==> config.mk <==
export PLATFORM = sky130hd
export DESIGN_NAME = bsc_strap_config
export DESIGN_NICKNAME = d
export VERILOG_FILES = /design/src/bsc_pkg.sv /design/src/bsc_strap_config.sv /design/src/bsc_sampler.sv
export SDC_FILE = /design/constraint.sdc
export NUM_CORES = 1
export LEC_CHECK = 0
export BUFFER_PORTS_ARGS = -buffer_cell sky130_fd_sc_hd__buf_2
export CAP_MARGIN = 0
export CORE_AREA = 8 8 45 47
export DETAILED_ROUTE_END_ITERATION = 10
export DIE_AREA = 0 0 53 55
export PLACE_DENSITY = 0.73
export SLEW_MARGIN = 0
export SYNTH_ARGS = -nofsm -noshare
export SYNTH_HDL_FRONTEND = slang
export SYNTH_SLANG_ARGS = --single-unit
==> constraint.sdc <==
create_clock -name clk -period 1.35 [get_ports clk]
set_input_delay 0.0675 -clock clk [delete_from_list [all_inputs] [get_ports clk]]
set_output_delay 0.0675 -clock clk [all_outputs]
set_load 0.02 [all_outputs]
==> src/bsc_pkg.sv <==
package bsc_pkg;
    // Cycles after reset release the board keeps the straps steady
    localparam int unsigned STRAP_HOLD_CYC = 10;
    // Sample point sits inside the hold window, a few cycles in for settling
    localparam int unsigned SAMPLE_CYC = 5;
    // Width of the sampling counter
    localparam int unsigned CNT_W = 4;
    // Low address bits forced when the EEPROM select strap is off
    localparam logic [1:0] EE_LOW_DEFAULT = 2'h0;
    // Reset values of held straps
    localparam logic [1:0] ADDR_LOW_RST = 2'h0;
    localparam logic [CNT_W-1:0] CNT_ZERO = 4'h0;
    localparam logic [CNT_W-1:0] CNT_ONE = 4'h1;
    localparam logic [CNT_W-1:0] CNT_SAMPLE = 4'h5;

    // Sampler sequencer states, Gray coded
    typedef enum logic [1:0] {
        BSC_WAIT = 2'b00,
        BSC_TAKE = 2'b01,
        BSC_DONE = 2'b11
    } bsc_state_t;

    // Raw strap pins as they arrive
    typedef struct packed {
        logic load_inhibit;
        logic multibyte_addr_strap;
        logic [1:0] slave_addr_low_straps;
        logic eeprom_sel;
    } bsc_straps_t;

    // Software override of address low bits
    typedef struct packed {
        logic slave_we;
        logic [1:0] slave_low;
        logic ee_we;
        logic [1:0] ee_low;
    } bsc_sw_t;

    // Configuration handed to the I2C engine
    typedef struct packed {
        logic boot_load_en;
        logic multibyte;
        logic [1:0] slave_addr_low;
        logic [1:0] ee_addr_low;
    } bsc_cfg_t;
endpackage

==> src/bsc_strap_config.sv <==
`timescale 1ns/100ps
// Overview of operation
// - Inhibit strap one skips EEPROM boot load
// - Inhibit strap ignored after sampling, slave untouched
// - Multibyte strap selects peripheral addressing width
// - Slave straps form slave address low bits
// - Software may overwrite slave address low bits
// - Select strap reuses slave straps for EEPROM
// - Select off forces EEPROM low bits zero
// - Software may overwrite EEPROM address low bits
// - Hard reset asynchronous, active low, whole block
module bsc_strap_config
    import bsc_pkg::*;
(
    // Clock and hard reset
    input wire logic clk,
    input wire logic rst_b,
    // Strap pins
    input wire bsc_straps_t straps,
    // Software overrides, write strobes are one-cycle pulses
    input wire bsc_sw_t sw,
    // Configuration out
    output bsc_cfg_t cfg,
    output logic cfg_valid
);
    // Consumers must wait for cfg_valid: before capture the boot enable
    // reads 0, which would otherwise look like a deliberately skipped load.
    // Straps are taken once, a few cycles into the board's hold window, so a
    // slowly settling pin gets margin on both sides of the sample point.

    // All state of this module
    typedef struct packed {
        bsc_cfg_t cfg;
        logic valid;
    } bsc_top_t;

    // Held configuration and its valid flag
    bsc_top_t cur;
    // Value the flops take at the next edge
    bsc_top_t next_cur;
    // One-cycle capture pulse from the sequencer
    logic take;
    // Sequencer finished; only software may change bits now
    logic done;

    // Sequencer picks the one capture cycle
    // Kept apart so the sample point can move without touching the capture
    bsc_sampler u_sampler (
        .clk(clk),
        .rst_b(rst_b),
        .take(take),
        .done(done)
    );

    // EEPROM low bits from straps
    function automatic logic [1:0] ee_low_of(input logic sel, input logic [1:0] sa);
        return sel ? sa : EE_LOW_DEFAULT;
    endfunction

    // Next-state: capture once, then only software may change bits
    always_comb begin
        // Hold everything by default
        next_cur = cur;
        // Capture cycle: straps win over any write strobe in the same cycle
        if (take) begin
            next_cur.cfg.boot_load_en = ~straps.load_inhibit;
            next_cur.cfg.multibyte = straps.multibyte_addr_strap;
            next_cur.cfg.slave_addr_low = straps.slave_addr_low_straps;
            // Select strap decides where the EEPROM bits come from
            next_cur.cfg.ee_addr_low = ee_low_of(straps.eeprom_sel,
                                                 straps.slave_addr_low_straps);
            // Valid rises with the captured values, never before
            next_cur.valid = 1'b1;
        end else if (done) begin
            if (sw.slave_we) begin
                next_cur.cfg.slave_addr_low = sw.slave_low;
            end
            if (sw.ee_we) begin
                next_cur.cfg.ee_addr_low = sw.ee_low;
            end
        end
    end

    // asynchronous active-low reset of all state
    always_ff @(posedge clk or negedge rst_b) begin
        if (!rst_b) begin
            // Everything cleared; valid low until the next capture
            cur <= '{cfg: '{boot_load_en: 1'b0, multibyte: 1'b0,
                           slave_addr_low: ADDR_LOW_RST, ee_addr_low: ADDR_LOW_RST},
                     valid: 1'b0};
        end else begin
            // Advance to the next value
            cur <= next_cur;
        end
    end

    // Outputs come straight from the state flops, so they never glitch
    assign cfg = cur.cfg;
    // Valid qualifies every field; consumers ignore cfg while it is low
    assign cfg_valid = cur.valid;

    // Checks of the capture edge

    // Inhibit strap at the capture edge decides the boot load
    a_boot_inhibit: assert property (@(posedge clk) disable iff (!rst_b)
        take |=> cfg.boot_load_en == !$past(straps.load_inhibit))
        else $error("boot load enable wrong");

    // Boot enable and addressing width frozen once captured
    a_strap_ignored: assert property (@(posedge clk) disable iff (!rst_b)
        (cfg_valid && !take) |=> $stable(cfg.boot_load_en) && $stable(cfg.multibyte))
        else $error("strap changed after sampling");

    // Slave low bits still captured when the boot load is skipped
    a_slave_kept: assert property (@(posedge clk) disable iff (!rst_b)
        (take && straps.load_inhibit) |=>
            cfg.slave_addr_low == $past(straps.slave_addr_low_straps))
        else $error("slave bits lost with load skipped");

    // Multibyte strap picks the peripheral addressing width
    a_multibyte_mode: assert property (@(posedge clk) disable iff (!rst_b)
        take |=> cfg.multibyte == $past(straps.multibyte_addr_strap))
        else $error("multibyte mode wrong");

    // Slave low bits copied from the straps
    a_slave_low: assert property (@(posedge clk) disable iff (!rst_b)
        take |=> cfg.slave_addr_low == $past(straps.slave_addr_low_straps))
        else $error("slave low bits wrong");

    // Select strap on: EEPROM bits follow the slave straps
    a_ee_sel_on: assert property (@(posedge clk) disable iff (!rst_b)
        (take && straps.eeprom_sel) |=> cfg.ee_addr_low == $past(straps.slave_addr_low_straps))
        else $error("eeprom bits not from straps");

    // Select strap off: EEPROM bits forced to the default
    a_ee_sel_off: assert property (@(posedge clk) disable iff (!rst_b)
        (take && !straps.eeprom_sel) |=> cfg.ee_addr_low == EE_LOW_DEFAULT)
        else $error("eeprom bits not zero");

    // Checks of the software overrides

    // A slave write replaces the whole field
    a_slave_override: assert property (@(posedge clk) disable iff (!rst_b)
        (done && sw.slave_we) |=> cfg.slave_addr_low == $past(sw.slave_low))
        else $error("slave override lost");

    // Without a write the slave bits stay put
    a_slave_hold: assert property (@(posedge clk) disable iff (!rst_b)
        (cfg_valid && !sw.slave_we) |=> $stable(cfg.slave_addr_low))
        else $error("slave bits moved without a write");

    // A slave write in the capture cycle loses to the straps
    a_slave_refused: assert property (@(posedge clk) disable iff (!rst_b)
        (take && sw.slave_we) |=> cfg.slave_addr_low == $past(straps.slave_addr_low_straps))
        else $error("slave write taken during capture");

    // An EEPROM write replaces the whole field
    a_ee_override: assert property (@(posedge clk) disable iff (!rst_b)
        (done && sw.ee_we) |=> cfg.ee_addr_low == $past(sw.ee_low))
        else $error("eeprom override lost");

    // Without a write the EEPROM bits stay put
    a_ee_hold: assert property (@(posedge clk) disable iff (!rst_b)
        (cfg_valid && !sw.ee_we) |=> $stable(cfg.ee_addr_low))
        else $error("eeprom bits moved without a write");

    // An EEPROM write in the capture cycle loses to the straps
    a_ee_refused: assert property (@(posedge clk) disable iff (!rst_b)
        (take && sw.ee_we && !straps.eeprom_sel) |=> cfg.ee_addr_low == EE_LOW_DEFAULT)
        else $error("eeprom write taken during capture");

    // Coinciding strobes update both fields in one cycle
    a_both_writes: assert property (@(posedge clk) disable iff (!rst_b)
        (done && sw.slave_we && sw.ee_we) |=>
            {cfg.slave_addr_low, cfg.ee_addr_low} == {$past(sw.slave_low), $past(sw.ee_low)})
        else $error("coinciding writes not both applied");

    // Checks of the valid flag

    // Valid rises only right after the capture cycle
    a_valid_timing: assert property (@(posedge clk) disable iff (!rst_b)
        $rose(cfg_valid) |-> $past(take))
        else $error("valid without capture");

    // Captured values stay valid until the next hard reset
    a_valid_stays: assert property (@(posedge clk) disable iff (!rst_b)
        cfg_valid |=> cfg_valid)
        else $error("valid dropped without reset");

    // Valid and the finished sequencer always agree
    a_valid_done: assert property (@(posedge clk) disable iff (!rst_b)
        cfg_valid == done)
        else $error("valid and sequencer disagree");

    // A second capture would reopen the straps
    a_no_second_take: assert property (@(posedge clk) disable iff (!rst_b)
        cfg_valid |-> !take)
        else $error("capture after valid");

    // Before capture all fields read their reset value, writes ignored
    a_zero_before_take: assert property (@(posedge clk) disable iff (!rst_b)
        !cfg_valid |-> (cfg == '0))
        else $error("field set before capture");

    // Main scenarios: skipped load, reused strap bits, each override, both at once
    c_boot_skip: cover property (@(posedge clk) disable iff (!rst_b)
        take && straps.load_inhibit);
    c_ee_sel: cover property (@(posedge clk) disable iff (!rst_b)
        take && straps.eeprom_sel);
    c_sw_slave: cover property (@(posedge clk) disable iff (!rst_b)
        done && sw.slave_we);
    c_sw_ee: cover property (@(posedge clk) disable iff (!rst_b)
        done && sw.ee_we);
    c_sw_both: cover property (@(posedge clk) disable iff (!rst_b)
        done && sw.slave_we && sw.ee_we);
endmodule

==> src/bsc_sampler.sv <==
`timescale 1ns/100ps
// Counts from reset release and fires one capture pulse
module bsc_sampler
    import bsc_pkg::*;
(
    // Clock and reset
    input wire logic clk,
    input wire logic rst_b,
    // Capture control
    output logic take,
    output logic done
);
    // All state of the sequencer
    typedef struct packed {
        bsc_state_t st;
        logic [CNT_W-1:0] cnt;
    } bsc_smp_t;

    bsc_smp_t cur;
    bsc_smp_t next_cur;

    // Next-state logic
    always_comb begin
        next_cur = cur;
        case (cur.st)
            // Count cycles since release
            BSC_WAIT: begin
                next_cur.cnt = cur.cnt + CNT_ONE;
                if (cur.cnt == CNT_SAMPLE - CNT_ONE) begin
                    next_cur.st = BSC_TAKE;
                end
            end
            // Capture happens in this single cycle
            BSC_TAKE: begin
                next_cur.st = BSC_DONE;
            end
            // Stay until next hard reset
            BSC_DONE: begin
                next_cur.st = BSC_DONE;
            end
            default: begin
                next_cur.st = BSC_DONE;
            end
        endcase
    end

    always_ff @(posedge clk or negedge rst_b) begin
        if (!rst_b) begin
            cur <= '{st: BSC_WAIT, cnt: CNT_ZERO};
        end else begin
            cur <= next_cur;
        end
    end

    assign take = (cur.st == BSC_TAKE);
    assign done = (cur.st == BSC_DONE);

    // Capture falls inside the board hold window
    a_take_in_window: assert property (@(posedge clk) disable iff (!rst_b)
        take |-> (cur.cnt == CNT_SAMPLE) && (SAMPLE_CYC < STRAP_HOLD_CYC))
        else $error("capture outside hold window");
    // One capture only
    a_take_once: assert property (@(posedge clk) disable iff (!rst_b)
        take |=> done [*8])
        else $error("capture repeated");
endmodule

======== Yosys cells after proc, flatten, opt, wreduce, memory -nomap -nowiden ========
Index checks and enable logic that the tools add are counted.
storage, ports and cells
  input bits .............................. 13
  output and inout port bits .............. 7
  logic and storage cells ................. 26
  register bits ........................... 13
operators by class
  eq/ne operators ......................... 4
  $add $sub $neg .......................... 1
  reduce and logical (&&, ||, !) cells .... 6
  bitwise gates (word level) .............. 1
  mux-type cells .......................... 7
operators by type and width
  operator                                                                  number
  2-bit 2-to-1 mux                                                          5
  4-bit 2-to-1 mux                                                          2
  2-bit nonzero test                                                        3
  4-bit by 1-bit adder with 4-bit output (second input constant)            1
  4-bit by 3-bit equality test with 1-bit output (second input constant)    1
  2-bit AND reduction                                                       2
  2-bit by 1-bit equality test with 1-bit output (second input constant)    1
  2-bit equality test (second input constant)                               1
  2-bit logical NOT                                                         1
  2-bit by 1-bit inequality test with 1-bit output (second input constant)  1
  1-bit inverter                                                            1

======== Depth between registers and ports, before layout ========
Gate-level depths: netlist of run 1.
  word-level depth ........................ 3
  depth in mapped cells ................... 4
  gate-level depth less buffers ........... 4

======== Modules after synthesis ========
Synthesis of run 1 repeated with hierarchy kept, for this count alone.
second synthesis, totals
  cells, all modules ...................... 52
  area total of the unflattened synthesis .. 608.1 um^2
modules (own cells, without submodules)
  module            area an instance (um^2)  times used  cells each  sequential area each (um^2)
  bsc_strap_config  331.6                    1           29          175.2
  bsc_sampler       276.5                    1           23          150.1

======== Least setup slack after synthesis of run 1 ========
OpenSTA, ideal clock, no wires.
  kind .................................... reg2reg
  start point ............................. register u_sampler.cur[5] (netlist name)
  end point ............................... register cur (netlist bit cfg[4])
  path slack .............................. 0.308 ns
  buffers on the path ..................... 0
  period minus slack after synthesis ...... 1.042 ns
  cell stages (with the launch flop) ...... 3
  library setup time ...................... 0.125 ns
  arrival time ............................ 0.917 ns
  data required time ...................... 1.225 ns
  cell sequence ........................... dfrtp_1 nand2b_4 mux2_4
between the ends
  cells in the longest elaborated chain, start to end .. 1
RTL lines
  item                                            line                    source
  start, declared                                 bsc_sampler.sv:19       bsc_smp_t cur;
  start signal, assigned                          bsc_sampler.sv:49       cur <= '{st: BSC_WAIT, cnt: CNT_ZERO};
  start signal, assigned                          bsc_sampler.sv:51       cur <= next_cur;
  2-bit by 1-bit equality test with 1-bit output  bsc_sampler.sv:55       assign take = (cur.st == BSC_TAKE);
  end signal, assigned                            bsc_strap_config.sv:88  cur <= '{cfg: '{boot_load_en: 1'b0, multibyte: 1'b0,
  end signal, assigned                            bsc_strap_config.sv:93  cur <= next_cur;
  end, declared                                   bsc_strap_config.sv:38  bsc_top_t cur;
No other way between the ends.
A chain may end at the register's enable or synchronous reset.

======== Final worst setup path of run 1 ========
Same ends and word-level chain as after synthesis.

==> impl_metrics.ini, run 1 <==
[clocking]
clockBufferDepth = 2
numClockSinks = 13
clkTransAtPathRegs_ns = 0.07
cts.repair.resized = 0
htree_levels = 1
cts_buffers = 3
ctsHoldBuffers = 2
cts_root_buf = clkbuf_4
clkLatencyLatePin_ns = 0.26
tritoncts = done
post_cts_buffers = 0

[synthesis]
ys_ff_latch = 13
synth_top_family_by_area = simple AND/OR/NAND/NOR gates
yosysWarnings = 0
syn_inst = 53
syn_nets = 68
synthSimpleGateAreaFrac = 0.136
synth-compound-area-share = 0.132
syn_area_um2 = 587
yosys.area_share.xor_xnor = 0.0448
syn_area_per_cell_um2 = 11.1
synthAdderAreaFrac = 0.0426
yosysSeqAreaShare = 0.554
synth_top_area_frac = 0.554
synth.area.mux_share = 0.0256
synthTopCellsByArea = dfrtp_1 55%, inv_1 4.5%, nand2_1 4.5%, xnor2_1 4.5%, ha_1 4.3%
synth_cell_types = 17
yosysTopAreaCell = dfrtp_1

[cells_and_area]
mostFrequentLayoutCells = 19 x buf_2, 13 x dfrtp_1, 7 x inv_1, 7 x nand2_1, 5 x o21ai_0
finalNonFillerCells = 93
fin_util = 0.533
fin_nets = 93
areaGrowthSynthToFinish_pct = 25.6
drive_gt1_frac = 0.338
fill_cells = 130
final_common_cell = buf_2
antenna_cells = 0

[global_routing]
grt_pass1_wl_um = 1990
first_global_vias = 469
antenna_found_initial = 0
gr-total-overflow = 0
grt_max_degree = 14
grt_use_total = 0.0942

[worst_setup_path]
cp_max_fo = 8
critPathKind = flip-flop to flip-flop
worst-endpoint-arrival_ns = 1.27
crit_chain = nand2b_4 -> mux2_4
r2r_setup_slack_ns = 0.23
reg2regPathDepth = 2
r2r_start = u_sampler.cur[5]
crit_required_ns = 1.51
crit_path_end_kind = flip-flop
r2r-end = cfg[4]
startpoint_type = flip-flop
max_stage_delay_ns = 0.49
cpMaxStageDelayCell = dfrtp_1

[sta]
setup-tns-final_ns = 0
clock_skew_ns = 0.000354
relSlewSlack = 0.776
min_period_ns = 1.12
rsz0062_at_grt = no
hold_viol = 0
fin_crit_sh = 0.826
finalSetupViolCount = 0
fmax_mhz = 897
drv_slew = 0
tightest_slew_ns = 0.335

[pwr]
pwr_density_cell_nw_per_um2 = 977
p_total_uw = 720
power_frac_clock = 0.312
p_sw_uw = 166
power_frac_seq = 0.571
p_int_uw = 554
p_sw_frac = 0.230
ir_worst_vdd_v = 0.000497
p_comb_frac = 0.116
leakage_nw = 0.353

[route]
drt_iter0_markers = 8
drtPass1Iterations = 4
avgViaCountPerCell = 4.87
drc = 0
wirelength_um = 1190
ant_nets = 0
wl_per_cell_um = 12.8
vias = 453

[floorplanning]
coreArea_um2 = 1380
start_util = 0.424
die-area_um2 = 2920
rows = 14
ios = 20
die_h_um = 55
dieWidth_um = 53

[min_path]
min-delay-start = straps[3]
min_to = cfg[4]
min_path_cells = 2
hp-class = primary input to flip-flop

[job]
drv_cap = 0

[place]
gp_congestion = 0.824
portBuffers = 19
dp_cells = 87
dp_hpwl_um = 965

[status]
status = finished clean
routing by layer:
layer,vias up,GRT usage,routed length [µm]
met5,-,0,0
met4,0,0.0517,10
met3,2,0.0428,143
met2,21,0.154,555
met1,202,0.0995,485
li1,228,-,-
state kept, by name, indices dropped and copies added (netlist names):
signal         count
cfg                6
u_sampler.cur      6
cfg_valid          1
power by group through the flow:
stage	combinational (mW)	sequential, mW	clock, mW
floorplan	0.0185	0.436	0
global placement	0.0802	0.418	0
detailed placement	0.0813	0.419	0
CTS	0.0860	0.411	0.242
global route	0.0928	0.413	0.263
finish	0.0837	0.411	0.225
synth_stat cells, drive strengths merged:
| master | count |
|---|---|
| a21oi | 2 |
| inv | 7 |
| o21ai | 5 |
| nand2 | 7 |
| ha | 2 |
| o22ai | 4 |
| nor2 | 1 |
| nand2b | 2 |
| xnor2 | 3 |
| nand4 | 1 |
| buf | 1 |
| and2b | 1 |
| dfrtp | 13 |
| mux2 | 1 |
| nand3b | 1 |
| a32oi | 2 |
worst max-delay path: cells and delay by family (launching register included):
family / cells / cell delay, ns
DFF: 1 / 0.49
and+or+nand+nor: 1 / 0.22
muxes: 1 / 0.30
cells by family after synthesis:
family | Yosys count
compound gates | 13
simple gates | 13
flops | 13
buf+inv | 8
xor+xnor | 3
fa+ha+maj | 2
mux | 1
how the worst max path moves through the flow:
stage | to | start
floorplan | cfg[4] | u_sampler.cur[5]
global placement | cfg[4] | u_sampler.cur[5]
detailed placement | cfg[4] | u_sampler.cur[5]
CTS | cfg[4] | u_sampler.cur[5]
global route | u_sampler.cur[3] | u_sampler.cur[4]
finish | cfg[4] | u_sampler.cur[5]
per-stage QoR:
stage | area [µm²] | hold WS [ns] | setup WS (ns)
after global placement | 691 | -0.0370 | 0.264
after floorplan | 587 | -0.228 | 0.308
final | 737 | 0.0295 | 0.235
after global routing | 737 | 0.0209 | 0.181
after detailed placement | 691 | -0.0317 | 0.240
after CTS | 737 | 0.0182 | 0.224
final cells by class:
type | instances | area [µm²] | area share
Sequential cell | 13 | 325 | 0.441
Multi-Input combinational cell | 32 | 224 | 0.304
Timing Repair Buffer | 21 | 115 | 0.156
Clock buffer | 4 | 26.3 | 0.0357
Inverter | 7 | 26.3 | 0.0357
Tap cell | 16 | 20.0 | 0.0272
Power figures use the tool's default switching activity.
==> run 2: changes to the inputs <==
--- a/config.mk
+++ b/config.mk
@@ -7,9 +7,9 @@
 export LEC_CHECK = 0
 export BUFFER_PORTS_ARGS = -buffer_cell sky130_fd_sc_hd__buf_2
 export CAP_MARGIN = 0
-export CORE_AREA = 8 8 45 47
+export CORE_MARGIN = 8
+export CORE_UTILIZATION = 42
 export DETAILED_ROUTE_END_ITERATION = 10
-export DIE_AREA = 0 0 53 55
 export PLACE_DENSITY = 0.73
 export SLEW_MARGIN = 0
 export SYNTH_ARGS = -nofsm -noshare
==> constraint.sdc (replaced) <==
create_clock -name clk -period 1.01 [get_ports clk]
set_input_delay 0.0505 -clock clk [delete_from_list [all_inputs] [get_ports clk]]
set_output_delay 0.0505 -clock clk [all_outputs]
set_load 0.02 [all_outputs]
==> run 2 against run 1 <==
Net effect:
- the flow now finishes with violations (negative setup slack)
- count of clock-buffer cells in the layout is the same
- setup slack got worse by 0.26 ns
- highest routed layer unchanged
- largest power group unchanged
- sequential power up 34%
- routed wire length grew 9.9%
- clock skew rose by 0.0037 ns
- worst hold slack worse by 0.011 ns
- flip-flop and latch count unchanged
- critical path depth unchanged
==> impl_metrics.ini, run 2 (same netlist as run 1, synthesis figures left out) <==
[route]
wl_per_cell_um = 13.1
vias = 479
ant_nets = 0
wirelength_um = 1310
drt_iter0_markers = 10
drtPass1Iterations = 3
avgViaCountPerCell = 4.79
drc = 0

[cells_and_area]
fill_cells = 118
fin_util = 0.615
final_common_cell = buf_2
antenna_cells = 0
fin_nets = 101
mostFrequentLayoutCells = 19 x buf_2, 11 x dfrtp_1, 8 x buf_4
drive_gt1_frac = 0.435
finalNonFillerCells = 100
areaGrowthSynthToFinish_pct = 36.5

[sta]
fin_crit_sh = 1.02
hold_viol = 0
min_period_ns = 1.03
clock_skew_ns = 0.00406
relSlewSlack = 0.807
setup_ws_ns = -0.0205
fmax_mhz = 970
finalSetupViolCount = 1
rsz0062_at_grt = yes
tightest_slew_ns = 0.290
drv_slew = 0

[clocking]
cts_buffers = 3
clkLatencyLatePin_ns = 0.26
clockBufferDepth = 2
cts_root_buf = clkbuf_4
tritoncts = done
htree_levels = 1
clkTransAtPathRegs_ns = 0.08
numClockSinks = 13

[global_routing]
first_global_vias = 494
grt_pass1_wl_um = 2100
gr-total-overflow = 0
antenna_found_initial = 0
grt_max_degree = 14
grt_use_total = 0.0993

[worst_setup_path]
worst-endpoint-arrival_ns = 1.18
cp.buffers_inverters = 0
crit_family = flip-flops
critPathKind = flip-flop to flip-flop
crit_required_ns = 1.16
max_stage_delay_ns = 0.45
cp_max_fo = 5
startpoint_type = flip-flop
crit_path_end_kind = flip-flop
crit_chain = nand2b_4 -> mux2_4
cpMaxStageDelayCell = dfrtp_2

[job]
drv_cap = 0

[floorplanning]
coreArea_um2 = 1300
start_util = 0.451
ios = 20
dieWidth_um = 53.4
die-area_um2 = 2850
rows = 13
die_h_um = 53.4

[pwr]
p_comb_frac = 0.117
ir_worst_vdd_v = 0.000728
power_frac_seq = 0.568
p_sw_frac = 0.234
power_frac_clock = 0.315
pwr_density_cell_nw_per_um2 = 1210
leakage_nw = 0.387
p_sw_uw = 226
p_int_uw = 740

[status]
failed_checks = negative setup slack
status = finished with violations

[place]
gp_congestion = 0.833
dp_cells = 91
pre_cts_ws_ns = -0.0393
dp_hpwl_um = 1020
portBuffers = 19

[min_path]
hp-class = primary input to flip-flop
==> run 2: changes by cell type in the layout (fill, tap and decap cells not counted) <==
cell,delta
nand2_2,+1
o21ai_1,+1
dfrtp_2,+2
dfrtp_1,-2
buf_4,+8
o21ai_0,-1
nand2_1,-1
==> run 2: power by group through the flow <==
stage	clock network [mW]	registers, mW	logic (mW)
after floorplan	0	0.583	0.0247
after global placement	0	0.559	0.107
after detailed placement	0	0.560	0.109
after CTS	0.326	0.549	0.115
after global routing	0.347	0.553	0.123
final	0.305	0.549	0.113
==> run 2: per-stage QoR <==
step           TNS [ns]  area, µm²  hold WS (ns)  power [mW]
2_1_floorplan  -0.00256        588        -0.245       0.608
3_3_place_gp   -0.00802        728       -0.0484       0.667
3_5_place_dp    -0.0746        728       -0.0471       0.668
4_1_cts         -0.0288        783       0.00362       0.990
5_1_grt          -0.159        801        0.0133        1.02
6_report        -0.0205        801        0.0182       0.967
==> run 2: path summary, 6_finish.rpt <==
| kind | startpoint | endpoint | slack [ns] | cells after the start |
|---|---|---|---|---|
| max | u_sampler.cur[5] | cfg[4] | -0.02 | 2 |
| min | straps[3] | cfg[4] | 0.02 | 2 |
| max reg2reg | u_sampler.cur[5] | cfg[4] | -0.02 | 2 |
| min reg2reg | cfg_valid | cfg_valid | 0.46 | 1 |
| max in group asynchronous | rst_b | u_sampler.cur[4] | 0.57 | 2 |
| min in group asynchronous | rst_b | cfg[1] | 0.20 | 2 |
==> run 2: routing by layer <==
| layer | vias to the layer above | global-route usage | routed length (µm) |
|---|---|---|---|
| met4 | 0 | 0.0378 | 11 |
| met2 | 16 | 0.164 | 585 |
| met3 | 2 | 0.0448 | 161 |
| met5 | - | 0 | 0 |
| li1 | 242 | - | - |
| met1 | 219 | 0.109 | 552 |
==> run 2: repair_timing <==
item | CTS | global route
endpoints found under the hold margin | 14 | 0
gates cloned | 0 | 0
resized for setup | 1 | 2
hold buffers | 2 | 0
setup buffers | 1 | 2
pin swaps | 0 | 6
setup endpoints to repair | 4 | 7
==> run 2: area by class of cell <==
type,instances,area (µm²),share of cell area
flip-flops and latches,13,328,0.409
clock buffers,4,26.3,0.0328
multi-input cells,32,226,0.283
inverters,7,26.3,0.0328
repair buffers,29,175,0.219
well taps,15,18.8,0.0234
